[src/hw/irq_pkg.sv]
// Shared constants and carrier types for the peripheral interrupt enable and priority block.
package irq_pkg;

   ////////////////////////////////////////////////////////////////////////////////
   // Bus geometry
   localparam int unsigned ADDR_W = 12;
   localparam int unsigned DATA_W = 32;
   localparam int unsigned SRC_N  = 16;

   ////////////////////////////////////////////////////////////////////////////////
   // Register byte offsets
   localparam logic [11:0] OFF_EN_ONE   = 12'h000;
   localparam logic [11:0] OFF_EN_TWO   = 12'h004;
   localparam logic [11:0] OFF_PRIO_ONE = 12'h008;
   localparam logic [11:0] OFF_PRIO_TWO = 12'h00c;
   localparam logic [11:0] OFF_CTRL     = 12'h010;
   localparam logic [11:0] OFF_STATUS   = 12'h014;
   localparam logic [11:0] OFF_MASK     = 12'h018;
   localparam logic [11:0] OFF_FLAGS    = 12'h01c;

   ////////////////////////////////////////////////////////////////////////////////
   // Implemented positions and reset values of the 8-bit registers
   localparam logic [7:0] IMPL_ONE   = 8'h7f;
   localparam logic [7:0] IMPL_TWO   = 8'hfe;
   localparam logic [7:0] EN_RESET   = 8'h00;
   localparam logic [7:0] PRIO_RESET = 8'hff;

   // Source positions, first register
   localparam int unsigned BIT_CONVERTER_DONE   = 6;
   localparam int unsigned BIT_SERIAL_RX        = 5;
   localparam int unsigned BIT_SERIAL_TX        = 4;
   localparam int unsigned BIT_SYNC_PORT        = 3;
   localparam int unsigned BIT_CAPCOMP_ONE      = 2;
   localparam int unsigned BIT_TIMER_TWO_MATCH  = 1;
   localparam int unsigned BIT_TIMER_ONE_OVF    = 0;
   // Source positions, second register
   localparam int unsigned BIT_OSC_FAIL         = 7;
   localparam int unsigned BIT_COMPARATOR_ONE   = 6;
   localparam int unsigned BIT_COMPARATOR_TWO   = 5;
   localparam int unsigned BIT_NVM_WRITE_DONE   = 4;
   localparam int unsigned BIT_BUS_COLLISION    = 3;
   localparam int unsigned BIT_USB_EVENT        = 2;
   localparam int unsigned BIT_TIMER_THREE_OVF  = 1;

   ////////////////////////////////////////////////////////////////////////////////
   // Control register fields
   localparam int unsigned CTRL_PRIO_BIT  = 0;
   localparam int unsigned CTRL_GROUP_BIT = 1;
   localparam logic        CTRL_RESET     = 1'b0;

   ////////////////////////////////////////////////////////////////////////////////
   // Carrier types
   typedef struct packed {
      logic [7:0] two;
      logic [7:0] one;
   } src_bits_t;

   typedef struct packed {
      logic high;
      logic low;
   } irq_req_t;

   localparam src_bits_t IMPL_ALL = '{two: IMPL_TWO, one: IMPL_ONE};

endpackage : irq_pkg

[src/hw/peripheral_irq_enable_priority.sv]
// Peripheral interrupt enable, priority routing and sticky event status behind an APB slave.
`timescale 1ns/1ps
`default_nettype none

module peripheral_irq_enable_priority (
   // Clock and reset
   input  wire logic                     pclk,
   input  wire logic                     presetn,
   // APB slave
   input  wire logic                     psel,
   input  wire logic                     penable,
   input  wire logic                     pwrite,
   input  wire logic [11:0]              paddr,
   input  wire logic [31:0]              pwdata,
   input  wire logic [3:0]               pstrb,
   output logic      [31:0]              prdata,
   output logic                          pready,
   output logic                          pslverr,
   // Peripheral flag lines
   input  wire irq_pkg::src_bits_t       flags,
   // Requests to the core sequencer
   output irq_pkg::irq_req_t             core_req,
   // Sticky event interrupt
   output logic                          irq
);

   ////////////////////////////////////////////////////////////////////////////////
   // State

   // Register contents are held as {two, one} pairs so the byte lanes line up with
   // the flag lines; reserved positions are kept at zero by every write path, and
   // the read path masks them again as a second line of defence.
   irq_pkg::src_bits_t enable;
   irq_pkg::src_bits_t prio;
   irq_pkg::src_bits_t status;
   irq_pkg::src_bits_t mask;
   irq_pkg::src_bits_t flag_q;
   // Control bits: scheme select, and the group gate used in single-level mode
   logic               priority_scheme_on;
   logic               periph_group_gate;

   ////////////////////////////////////////////////////////////////////////////////
   // Bus decode

   // Decode is combinational from the request. Its results are only used while
   // psel is high, so a stale address between transfers does no harm, and the
   // full address is compared so an unaligned offset is refused, not aliased.
   logic        access;
   logic        done;
   logic        wr;
   logic        hit_en_one;
   logic        hit_en_two;
   logic        hit_prio_one;
   logic        hit_prio_two;
   logic        hit_ctrl;
   logic        hit_status;
   logic        hit_mask;
   logic        hit_flags;
   logic        hit_any;
   logic [31:0] next_rdata;

   // Access phase before the answer; one wait state keeps prdata a flop output
   assign access = psel & penable & ~pready;
   // Completing edge: the only edge where writes land
   assign done   = psel & penable & pready;
   assign wr     = done & pwrite & ~pslverr;

   // Word-aligned decode over the full address
   assign hit_en_one   = (paddr == irq_pkg::OFF_EN_ONE);
   assign hit_en_two   = (paddr == irq_pkg::OFF_EN_TWO);
   assign hit_prio_one = (paddr == irq_pkg::OFF_PRIO_ONE);
   assign hit_prio_two = (paddr == irq_pkg::OFF_PRIO_TWO);
   assign hit_ctrl     = (paddr == irq_pkg::OFF_CTRL);
   assign hit_status   = (paddr == irq_pkg::OFF_STATUS);
   assign hit_mask     = (paddr == irq_pkg::OFF_MASK);
   assign hit_flags    = (paddr == irq_pkg::OFF_FLAGS);
   assign hit_any      = hit_en_one | hit_en_two | hit_prio_one | hit_prio_two |
                         hit_ctrl | hit_status | hit_mask | hit_flags;

   ////////////////////////////////////////////////////////////////////////////////
   // Read multiplexer

   // Registers sit at word offsets; anything else decodes to the error response
   // Reserved positions are masked here too, so a stray value can never leak out
   always_comb begin
      next_rdata = 32'h0000_0000;
      unique case (1'b1)
         hit_en_one:   next_rdata[7:0]  = enable.one & irq_pkg::IMPL_ONE;
         hit_en_two:   next_rdata[7:0]  = enable.two & irq_pkg::IMPL_TWO;
         hit_prio_one: next_rdata[7:0]  = prio.one & irq_pkg::IMPL_ONE;
         hit_prio_two: next_rdata[7:0]  = prio.two & irq_pkg::IMPL_TWO;
         hit_ctrl: begin
            next_rdata[irq_pkg::CTRL_PRIO_BIT]  = priority_scheme_on;
            next_rdata[irq_pkg::CTRL_GROUP_BIT] = periph_group_gate;
         end
         hit_status:   next_rdata[15:0] = status & irq_pkg::IMPL_ALL;
         hit_mask:     next_rdata[15:0] = mask & irq_pkg::IMPL_ALL;
         hit_flags:    next_rdata[15:0] = flags & irq_pkg::IMPL_ALL;
         default:      next_rdata = 32'h0000_0000;
      endcase
   end

   ////////////////////////////////////////////////////////////////////////////////
   // APB answer

   // Every transfer gets exactly one wait state. That costs a cycle per access but
   // lets read data and the error flag leave flops instead of the decode logic.
   // pready rises one cycle into the access phase and drops after the transfer
   always_ff @(posedge pclk or negedge presetn) begin
      if (!presetn) begin
         pready <= 1'b0;
      end else begin
         pready <= access;
      end
   end

   // Write transfers return zero data; the bus never echoes the written word.
   // Unmapped addresses answer with pslverr, and a write to one changes nothing.
   // Data and error are loaded together with pready, so they are stable when sampled
   always_ff @(posedge pclk or negedge presetn) begin
      if (!presetn) begin
         prdata  <= 32'h0000_0000;
         pslverr <= 1'b0;
      end else if (access) begin
         prdata  <= pwrite ? 32'h0000_0000 : next_rdata;
         pslverr <= ~hit_any;
      end else if (!done) begin
         prdata  <= 32'h0000_0000;
         pslverr <= 1'b0;
      end
   end

   ////////////////////////////////////////////////////////////////////////////////
   // Enable registers

   // Every source starts disabled; only implemented bits ever take a one
   // Only byte lane 0 carries these 8-bit registers; the other lanes are ignored.
   // A write to a reserved bit is dropped here rather than stored and hidden later.
   always_ff @(posedge pclk or negedge presetn) begin
      if (!presetn) begin
         enable.one <= irq_pkg::EN_RESET & irq_pkg::IMPL_ONE;
         enable.two <= irq_pkg::EN_RESET & irq_pkg::IMPL_TWO;
      end else if (wr && pstrb[0]) begin
         if (hit_en_one) begin
            enable.one <= pwdata[7:0] & irq_pkg::IMPL_ONE;
         end
         if (hit_en_two) begin
            enable.two <= pwdata[7:0] & irq_pkg::IMPL_TWO;
         end
      end
   end

   ////////////////////////////////////////////////////////////////////////////////
   // Priority registers

   // Default is high priority, so enabling priority mode with the group gate open changes nothing at first
   // Same lane and same reserved positions as the enable registers; the reserved
   // positions are forced low at reset too, so they read zero at once.
   always_ff @(posedge pclk or negedge presetn) begin
      if (!presetn) begin
         prio.one <= irq_pkg::PRIO_RESET & irq_pkg::IMPL_ONE;
         prio.two <= irq_pkg::PRIO_RESET & irq_pkg::IMPL_TWO;
      end else if (wr && pstrb[0]) begin
         if (hit_prio_one) begin
            prio.one <= pwdata[7:0] & irq_pkg::IMPL_ONE;
         end
         if (hit_prio_two) begin
            prio.two <= pwdata[7:0] & irq_pkg::IMPL_TWO;
         end
      end
   end

   ////////////////////////////////////////////////////////////////////////////////
   // Control register

   // Scheme select and group gate; both off after reset
   // The group gate only matters in single-level mode. In priority mode the core's
   // own level gates take over, so the gate here is stored but does not route.
   // Bits above the two control bits are reserved and read back as zero.
   always_ff @(posedge pclk or negedge presetn) begin
      if (!presetn) begin
         priority_scheme_on <= irq_pkg::CTRL_RESET;
         periph_group_gate  <= irq_pkg::CTRL_RESET;
      end else if (wr && pstrb[0] && hit_ctrl) begin
         priority_scheme_on <= pwdata[irq_pkg::CTRL_PRIO_BIT];
         periph_group_gate  <= pwdata[irq_pkg::CTRL_GROUP_BIT];
      end
   end

   ////////////////////////////////////////////////////////////////////////////////
   // Event mask register

   // Per-byte strobes: byte 0 covers the first group, byte 1 the second
   // The mask only shapes irq; it never gates the request lines to the core.
   // Reserved positions stay zero, so they can never raise irq.
   always_ff @(posedge pclk or negedge presetn) begin
      if (!presetn) begin
         mask <= '0;
      end else if (wr && hit_mask) begin
         if (pstrb[0]) begin
            mask.one <= pwdata[7:0] & irq_pkg::IMPL_ONE;
         end
         if (pstrb[1]) begin
            mask.two <= pwdata[15:8] & irq_pkg::IMPL_TWO;
         end
      end
   end

   ////////////////////////////////////////////////////////////////////////////////
   // Per-source gating

   // Flat 16-bit views of the carriers let one generate loop handle both
   // registers: bit 8*k+n of a view is bit n of register k.
   irq_pkg::src_bits_t flag_set;
   irq_pkg::src_bits_t status_clr;
   logic [15:0]        flag_v;
   logic [15:0]        en_v;
   logic [15:0]        prio_v;
   logic [15:0]        passed;
   logic [15:0]        high_v;
   logic [15:0]        low_v;
   logic [15:0]        impl_v;
   logic [15:0]        rise_v;
   logic [15:0]        flag_q_v;

   assign flag_v   = flags;
   assign en_v     = enable;
   assign prio_v   = prio;
   assign impl_v   = irq_pkg::IMPL_ALL;
   assign flag_q_v = flag_q;

   // One slice per source bit; reserved slices are forced off by impl_v
   genvar g;
   generate
      for (g = 0; g < irq_pkg::SRC_N; g++) begin : g_src
         assign passed[g] = flag_v[g] & en_v[g] & impl_v[g];
         assign high_v[g] = passed[g] & prio_v[g];
         assign low_v[g]  = passed[g] & ~prio_v[g];
         // Rising flag edge, seen whatever the enable says
         assign rise_v[g] = flag_v[g] & ~flag_q_v[g] & impl_v[g];
      end
   endgenerate

   // A flag that stays high raises status only once; software sees the same
   // source again only after its flag line has dropped and risen anew.
   assign flag_set = rise_v;

   // Write-one-to-clear, per byte lane; reserved ones are harmless, never set
   assign status_clr.one = (wr && hit_status && pstrb[0]) ? pwdata[7:0]  : 8'h00;
   assign status_clr.two = (wr && hit_status && pstrb[1]) ? pwdata[15:8] : 8'h00;

   ////////////////////////////////////////////////////////////////////////////////
   // Request routing

   irq_pkg::irq_req_t next_req;

   // Without priority mode the priority bits are ignored and everything goes high,
   // gated by the group gate; with it the gate is left to the core's level gates.
   // The low line can only rise in priority mode, and then only for sources whose
   // priority bit is zero; reserved positions never reach either line.
   always_comb begin
      next_req = '0;
      if (priority_scheme_on) begin
         next_req.high = |high_v;
         next_req.low  = |low_v;
      end else begin
         next_req.high = periph_group_gate & (|passed);
         next_req.low  = 1'b0;
      end
   end

   // Registered so the core sees glitch-free levels; costs one cycle of latency
   // A change on the flag lines reaches core_req at the next rising edge.
   always_ff @(posedge pclk or negedge presetn) begin
      if (!presetn) begin
         core_req <= '0;
      end else begin
         core_req <= next_req;
      end
   end

   ////////////////////////////////////////////////////////////////////////////////
   // Flag history for edge detection

   // Reset to the idle level of the flag lines, so no false edge follows reset;
   // a flag already high when reset ends is reported at the first edge.
   always_ff @(posedge pclk or negedge presetn) begin
      if (!presetn) begin
         flag_q <= '0;
      end else begin
         flag_q <= flags;
      end
   end

   ////////////////////////////////////////////////////////////////////////////////
   // Sticky event status

   // Set wins over a clear in the same cycle, so no edge is lost to a racing write
   // Status bits are raised regardless of enables, so software can poll them
   always_ff @(posedge pclk or negedge presetn) begin
      if (!presetn) begin
         status <= '0;
      end else begin
         status <= (status & ~status_clr) | flag_set;
      end
   end

   ////////////////////////////////////////////////////////////////////////////////
   // Event interrupt output

   // Next-state copy, so irq can be a flop without trailing status by a cycle
   irq_pkg::src_bits_t next_status;
   logic               next_irq;

   // Follows the status update so irq tracks status in the same cycle
   // A mask write reaches irq one cycle after the write completes
   assign next_status = (status & ~status_clr) | flag_set;
   assign next_irq    = |(next_status & mask);

   always_ff @(posedge pclk or negedge presetn) begin
      if (!presetn) begin
         irq <= 1'b0;
      end else begin
         irq <= next_irq;
      end
   end

endmodule // peripheral_irq_enable_priority

`default_nettype wire

[config.mk]
export PLATFORM = sky130hd
export DESIGN_NAME = peripheral_irq_enable_priority
export DESIGN_NICKNAME = d
export VERILOG_FILES = /design/src/hw/irq_pkg.sv /design/src/hw/peripheral_irq_enable_priority.sv
export SDC_FILE = /design/constraint.sdc
export NUM_CORES = 1
export LEC_CHECK = 0
export ABC_AREA = 1
export BUFFER_PORTS_ARGS = -buffer_cell sky130_fd_sc_hd__buf_2
export CAP_MARGIN = 0
export CORE_ASPECT_RATIO = 1.1
export CORE_MARGIN = 2
export CORE_UTILIZATION = 54
export CTS_CLUSTER_SIZE = 40
export DETAILED_ROUTE_END_ITERATION = 8
export PLACE_DENSITY = 0.85
export SYNTH_ARGS = -nofsm -noshare
export SYNTH_HDL_FRONTEND = slang
export SYNTH_SLANG_ARGS = --single-unit
[constraint.sdc]
create_clock -name pclk -period 1.62 [get_ports pclk]
set_input_delay 0.324 -clock pclk [delete_from_list [all_inputs] [get_ports pclk]]
set_output_delay 0.324 -clock pclk [all_outputs]
set_load 0.03 [all_outputs]
==> impl_results.html <==
<table>
<tr><th>Metric</th><th>Value</th></tr>
<tr><th colspan="2">STA</th></tr>
<tr><td>Final hold violation count</td><td>0</td></tr>
<tr><td>Max-slew violations</td><td>0</td></tr>
<tr><td>Maximum frequency from static timing analysis</td><td>0.613 GHz</td></tr>
<tr><td>Setup repair after global routing missed its margin</td><td>yes</td></tr>
<tr><td>Final worst-path cycle share</td><td>101%</td></tr>
<tr><td>Smallest setup slack after layout</td><td>-0.0123 ns</td></tr>
<tr><td>Minimum period implied by the final worst setup slack</td><td>1.63 ns</td></tr>
<tr><td>Final setup skew</td><td>0.00984 ns</td></tr>
<tr><td>Final setup violation count</td><td>1</td></tr>
<tr><th colspan="2">Die</th></tr>
<tr><td>Die extent in x</td><td>92.8 microns</td></tr>
<tr><td>Core outline area</td><td>8410 sq um</td></tr>
<tr><td>Die Y</td><td>102 microns</td></tr>
<tr><td>Cell Rows</td><td>35</td></tr>
<tr><td>Starting utilization of the core area</td><td>55.7%</td></tr>
<tr><td>I/O pin count</td><td>106</td></tr>
<tr><td>Overall die area</td><td>9440 sq um</td></tr>
<tr><th colspan="2">Detailed routing</th></tr>
<tr><td>Vias</td><td>4493</td></tr>
<tr><td>Total detailed-routing wirelength</td><td>13600 microns</td></tr>
<tr><td>Routed length per instance</td><td>17.1 microns</td></tr>
<tr><td>Remaining routing DRC violations</td><td>0</td></tr>
<tr><td>Starting DRC count in detailed routing</td><td>441</td></tr>
<tr><td>Final antenna-violating net count</td><td>0</td></tr>
<tr><td>Vias per cell</td><td>5.64</td></tr>
<tr><td>Initial DRT Pass Iterations</td><td>6</td></tr>
<tr><th colspan="2">Clock network</th></tr>
<tr><td>Clock transition at the register clock pins on the worst setup and hold paths after CTS</td><td>0.09 ns</td></tr>
<tr><td>Clock Path Buffers</td><td>2</td></tr>
<tr><td>Number of clock buffers inserted by TritonCTS</td><td>9</td></tr>
<tr><td>Root Driver</td><td>clkbuf_8</td></tr>
<tr><td>H-tree Lvls</td><td>3</td></tr>
<tr><td>Worst-Skew Late Latency</td><td>0.36 ns</td></tr>
<tr><td>TritonCTS clock tree</td><td>done</td></tr>
<tr><td>Sink count of the clock tree</td><td>92</td></tr>
<tr><th colspan="2">Layout</th></tr>
<tr><td>Antenna diodes</td><td>0</td></tr>
<tr><td>Final instance area</td><td>5750 sq um</td></tr>
<tr><td>Post-Layout Cell Count</td><td>797</td></tr>
<tr><td>Number of nets in the layout</td><td>750</td></tr>
<tr><td>Area growth from synthesis to layout</td><td>22.8%</td></tr>
<tr><td>Fraction of final layout cells sized beyond drive strength 1</td><td>29.6%</td></tr>
<tr><th colspan="2">GRT</th></tr>
<tr><td>Global Route Usage Sum</td><td>29.7%</td></tr>
<tr><td>Initial antenna violation count</td><td>0</td></tr>
<tr><td>Gr ovfl total</td><td>0</td></tr>
<tr><td>Number of global-route vias before repair</td><td>4389</td></tr>
<tr><td>Maximum number of pins on one net before global-route repair</td><td>28</td></tr>
<tr><td>Global-route wire length before repair</td><td>21500 microns</td></tr>
<tr><th colspan="2">Synth</th></tr>
<tr><td>Post-synthesis cell type with the largest combined area</td><td>dfrtp_1</td></tr>
<tr><td>Simple-gate area share of the yosys netlist</td><td>27.4%</td></tr>
<tr><td>Count of mapped cells out of synthesis</td><td>563</td></tr>
<tr><td>Largest family of logic cells by synthesized area</td><td>simple AND/OR/NAND/NOR gates</td></tr>
<tr><td>Compound-Gate Fraction of Synth Area</td><td>12.5%</td></tr>
<tr><td>Xor and xnor fraction of the mapped netlist area</td><td>0%</td></tr>
<tr><td>Biggest area contributors in the synthesized netlist</td><td>dfrtp_1 (42%), nand2_1 (14%), dfstp_2 (7.9%)</td></tr>
<tr><td>Number of synthesized register bits</td><td>92</td></tr>
<tr><td>Multiplexer share of the synthesized area</td><td>1.20%</td></tr>
<tr><td>Netlist area before placement</td><td>4680 sq um</td></tr>
<tr><td>Count of synthesis-stage warnings from yosys</td><td>0</td></tr>
<tr><td>Sequential area share after synthesis</td><td>49.5%</td></tr>
<tr><td>Distinct cell type count of the synthesized netlist</td><td>40</td></tr>
<tr><td>Fraction of post-synthesis cell area in the top cell type by area</td><td>41.7%</td></tr>
<tr><td>Arithmetic-cell share of the synthesized area counting full adders, half adders and majority gates</td><td>0%</td></tr>
<tr><td>Average footprint of a synthesized cell</td><td>8.32 sq um</td></tr>
<tr><th colspan="2">Place</th></tr>
<tr><td>Worst slack after detailed placement</td><td>-0.250 ns</td></tr>
<tr><td>Number of cells in the design after placement</td><td>774</td></tr>
<tr><td>Final HPWL from detailed placement</td><td>10100 microns</td></tr>
<tr><td>Final weighted congestion in routability-driven placement</td><td>0.967</td></tr>
<tr><td>Number of buffers inserted by port buffering</td><td>67</td></tr>
<tr><td>Total cell area at the placement stage</td><td>5440 sq um</td></tr>
<tr><th colspan="2">Setup path</th></tr>
<tr><td>CP startpoint kind</td><td>flop</td></tr>
<tr><td>Crit. End Element</td><td>flop</td></tr>
<tr><td>Critical path class</td><td>reg -&gt; reg</td></tr>
<tr><td>Signal arrival time at the worst endpoint</td><td>1.89 ns</td></tr>
<tr><td>Crit path max fanout</td><td>7</td></tr>
<tr><td>Worst endpoint required time</td><td>1.88 ns</td></tr>
<tr><th colspan="2">Job</th></tr>
<tr><td>Maxcap violations</td><td>0</td></tr>
<tr><th colspan="2">Pwr</th></tr>
<tr><td>Total power of the final layout</td><td>4.18 mW</td></tr>
<tr><td>Power per Cell Area</td><td>727 nW/um^2</td></tr>
<tr><td>Maximum vdd ir drop</td><td>408 uV</td></tr>
<tr><td>Leakage dissipation</td><td>2.87 nW</td></tr>
<tr><th colspan="2">Run status</th></tr>
<tr><td>Failing checks</td><td>setup timing</td></tr>
<tr><td>Status</td><td>finished with violations</td></tr>
<tr><th colspan="2">Hold path</th></tr>
<tr><td>Worst hold path class</td><td>in -&gt; reg</td></tr>
</table>
[Yosys cell counts]
library cell  number
clkinv_2           1
nand4_2            1
nor3_4             5
o22ai_1           10
a311oi_1           1
nand2_4            1
dfstp_2           14
nand3_1           18
o41ai_1            1
nand2_2            6
nand4_1           17
nor2_2             3
o21ai_0           53
buf_2              3
a211oi_1           1
nor4_4             1
nor4_1             2
inv_1             57
o211ai_1           1
buf_4             20
nor2_1            17
nand2_1          178
o31ai_1            7
o21ai_1           13
a31oi_1            1
a22o_1             1
or2_2             12
buf_6              3
nand3_2            3
nor2_4             2
clkbuf_1           2
dfrtp_1           78
nor3_1             2
o2111ai_1          1
mux2_2             5
inv_2              3
conb_1             1
nor3_2             2
a32o_1             1
a21oi_1           15
[worst max-delay path, cell delays in order (launching register included)]
cell	delay (ns)
dfrtp_2	0.41
inv_2	0.07
nand2_4	0.06
nor3_4	0.15
buf_12	0.15
nand4_1	0.09
nand2_1	0.07
nand2_1	0.07
nand2_1	0.06
nand2_1	0.06
inv_1	0.06
nand2_1	0.06
nor2_2	0.14
nand2_1	0.07
[through the flow]
stage | setup TNS, ns | util (%) | hold slack [ns]
after floorplan | 0 | - | 0.0284
after global placement | -5.24 | 64.6 | 0.289
final | -0.0123 | 68.4 | 0.100
after detailed placement | -8.07 | 64.6 | 0.287
after global routing | -0.282 | 68.4 | 0.0915
after CTS | -0.0182 | 67.6 | 0.0958
[what timing repair did]
item,CTS,global route
pin swaps,1,3
hold endpoints to repair,17,0
endpoints found under the setup margin,6,21
gates resized for setup,4,21
setup buffers,4,2
hold buffers,1,0
[metal layers]
layer	track usage, %	part of all wire, %	routed length [microns]
met1	37.6	38	5190
met4	11.9	4.0	541
met3	4.39	8.9	1210
met2	51.7	49	6680
met5	0	0	0
[state kept, by name (all words and copies together), names as in the netlist, 2 cells and up]
signal and count:
core_req 2, en_v 14, flag_q 14, mask 14
prdata 15, prio 14, status 14
[cell families after synthesis]
kind of cell	count (synthesis)
flops	92
compound gates	106
buf+inv	89
simple gates	270
mux	5
other cells	1
[report_power, final]
part           internal, mW  switching (mW)
Combinational         0.119           0.257
Sequential             2.32         0.00683
Clock                 0.623           0.861
Total                  3.06            1.12
[path summary, 6_finish.rpt]
| kind | start | endpoint | slack, ns | cells past startpoint |
|---|---|---|---|---|
| max in group asynchronous | presetn | prio[1] | 0.64 | 3 |
| worst max register to register | pslverr | irq | -0.01 | 13 |
| worst min register to register | flag_q[15] | status[15] | 0.45 | 1 |
| worst min-delay path | flags[4] | flag_q[4] | 0.10 | 1 |
| worst max-delay path | pslverr | irq | -0.01 | 13 |
| min in group asynchronous | presetn | mask[12] | 0.43 | 2 |
[layout make-up]
type | instances | area, sq um
Clock buffer | 11 | 141
Clock inverter | 5 | 45.0
Fill cell | 655 | 2650
Inverter | 61 | 230
Multi-Input combinational cell | 398 | 2030
Sequential cell | 92 | 2320
Tap cell | 111 | 139
Timing Repair Buffer | 119 | 845
[layout by cell type, fill, tap and decap left out, types with 8 or more instances in the layout]
cell        n
a21oi_1    15
buf_2      66
buf_4      38
clkbuf_8   10
conb_1     17
dfrtp_1    76
dfstp_2    14
inv_1      55
nand2_1   176
nand2_2     8
nand3_1    17
nand4_1    17
nor2_1     14
o21ai_0    46
o21ai_1    20
o22ai_1    10
or2_2      12
No activity file was read; power rests on OpenSTA's default activity.
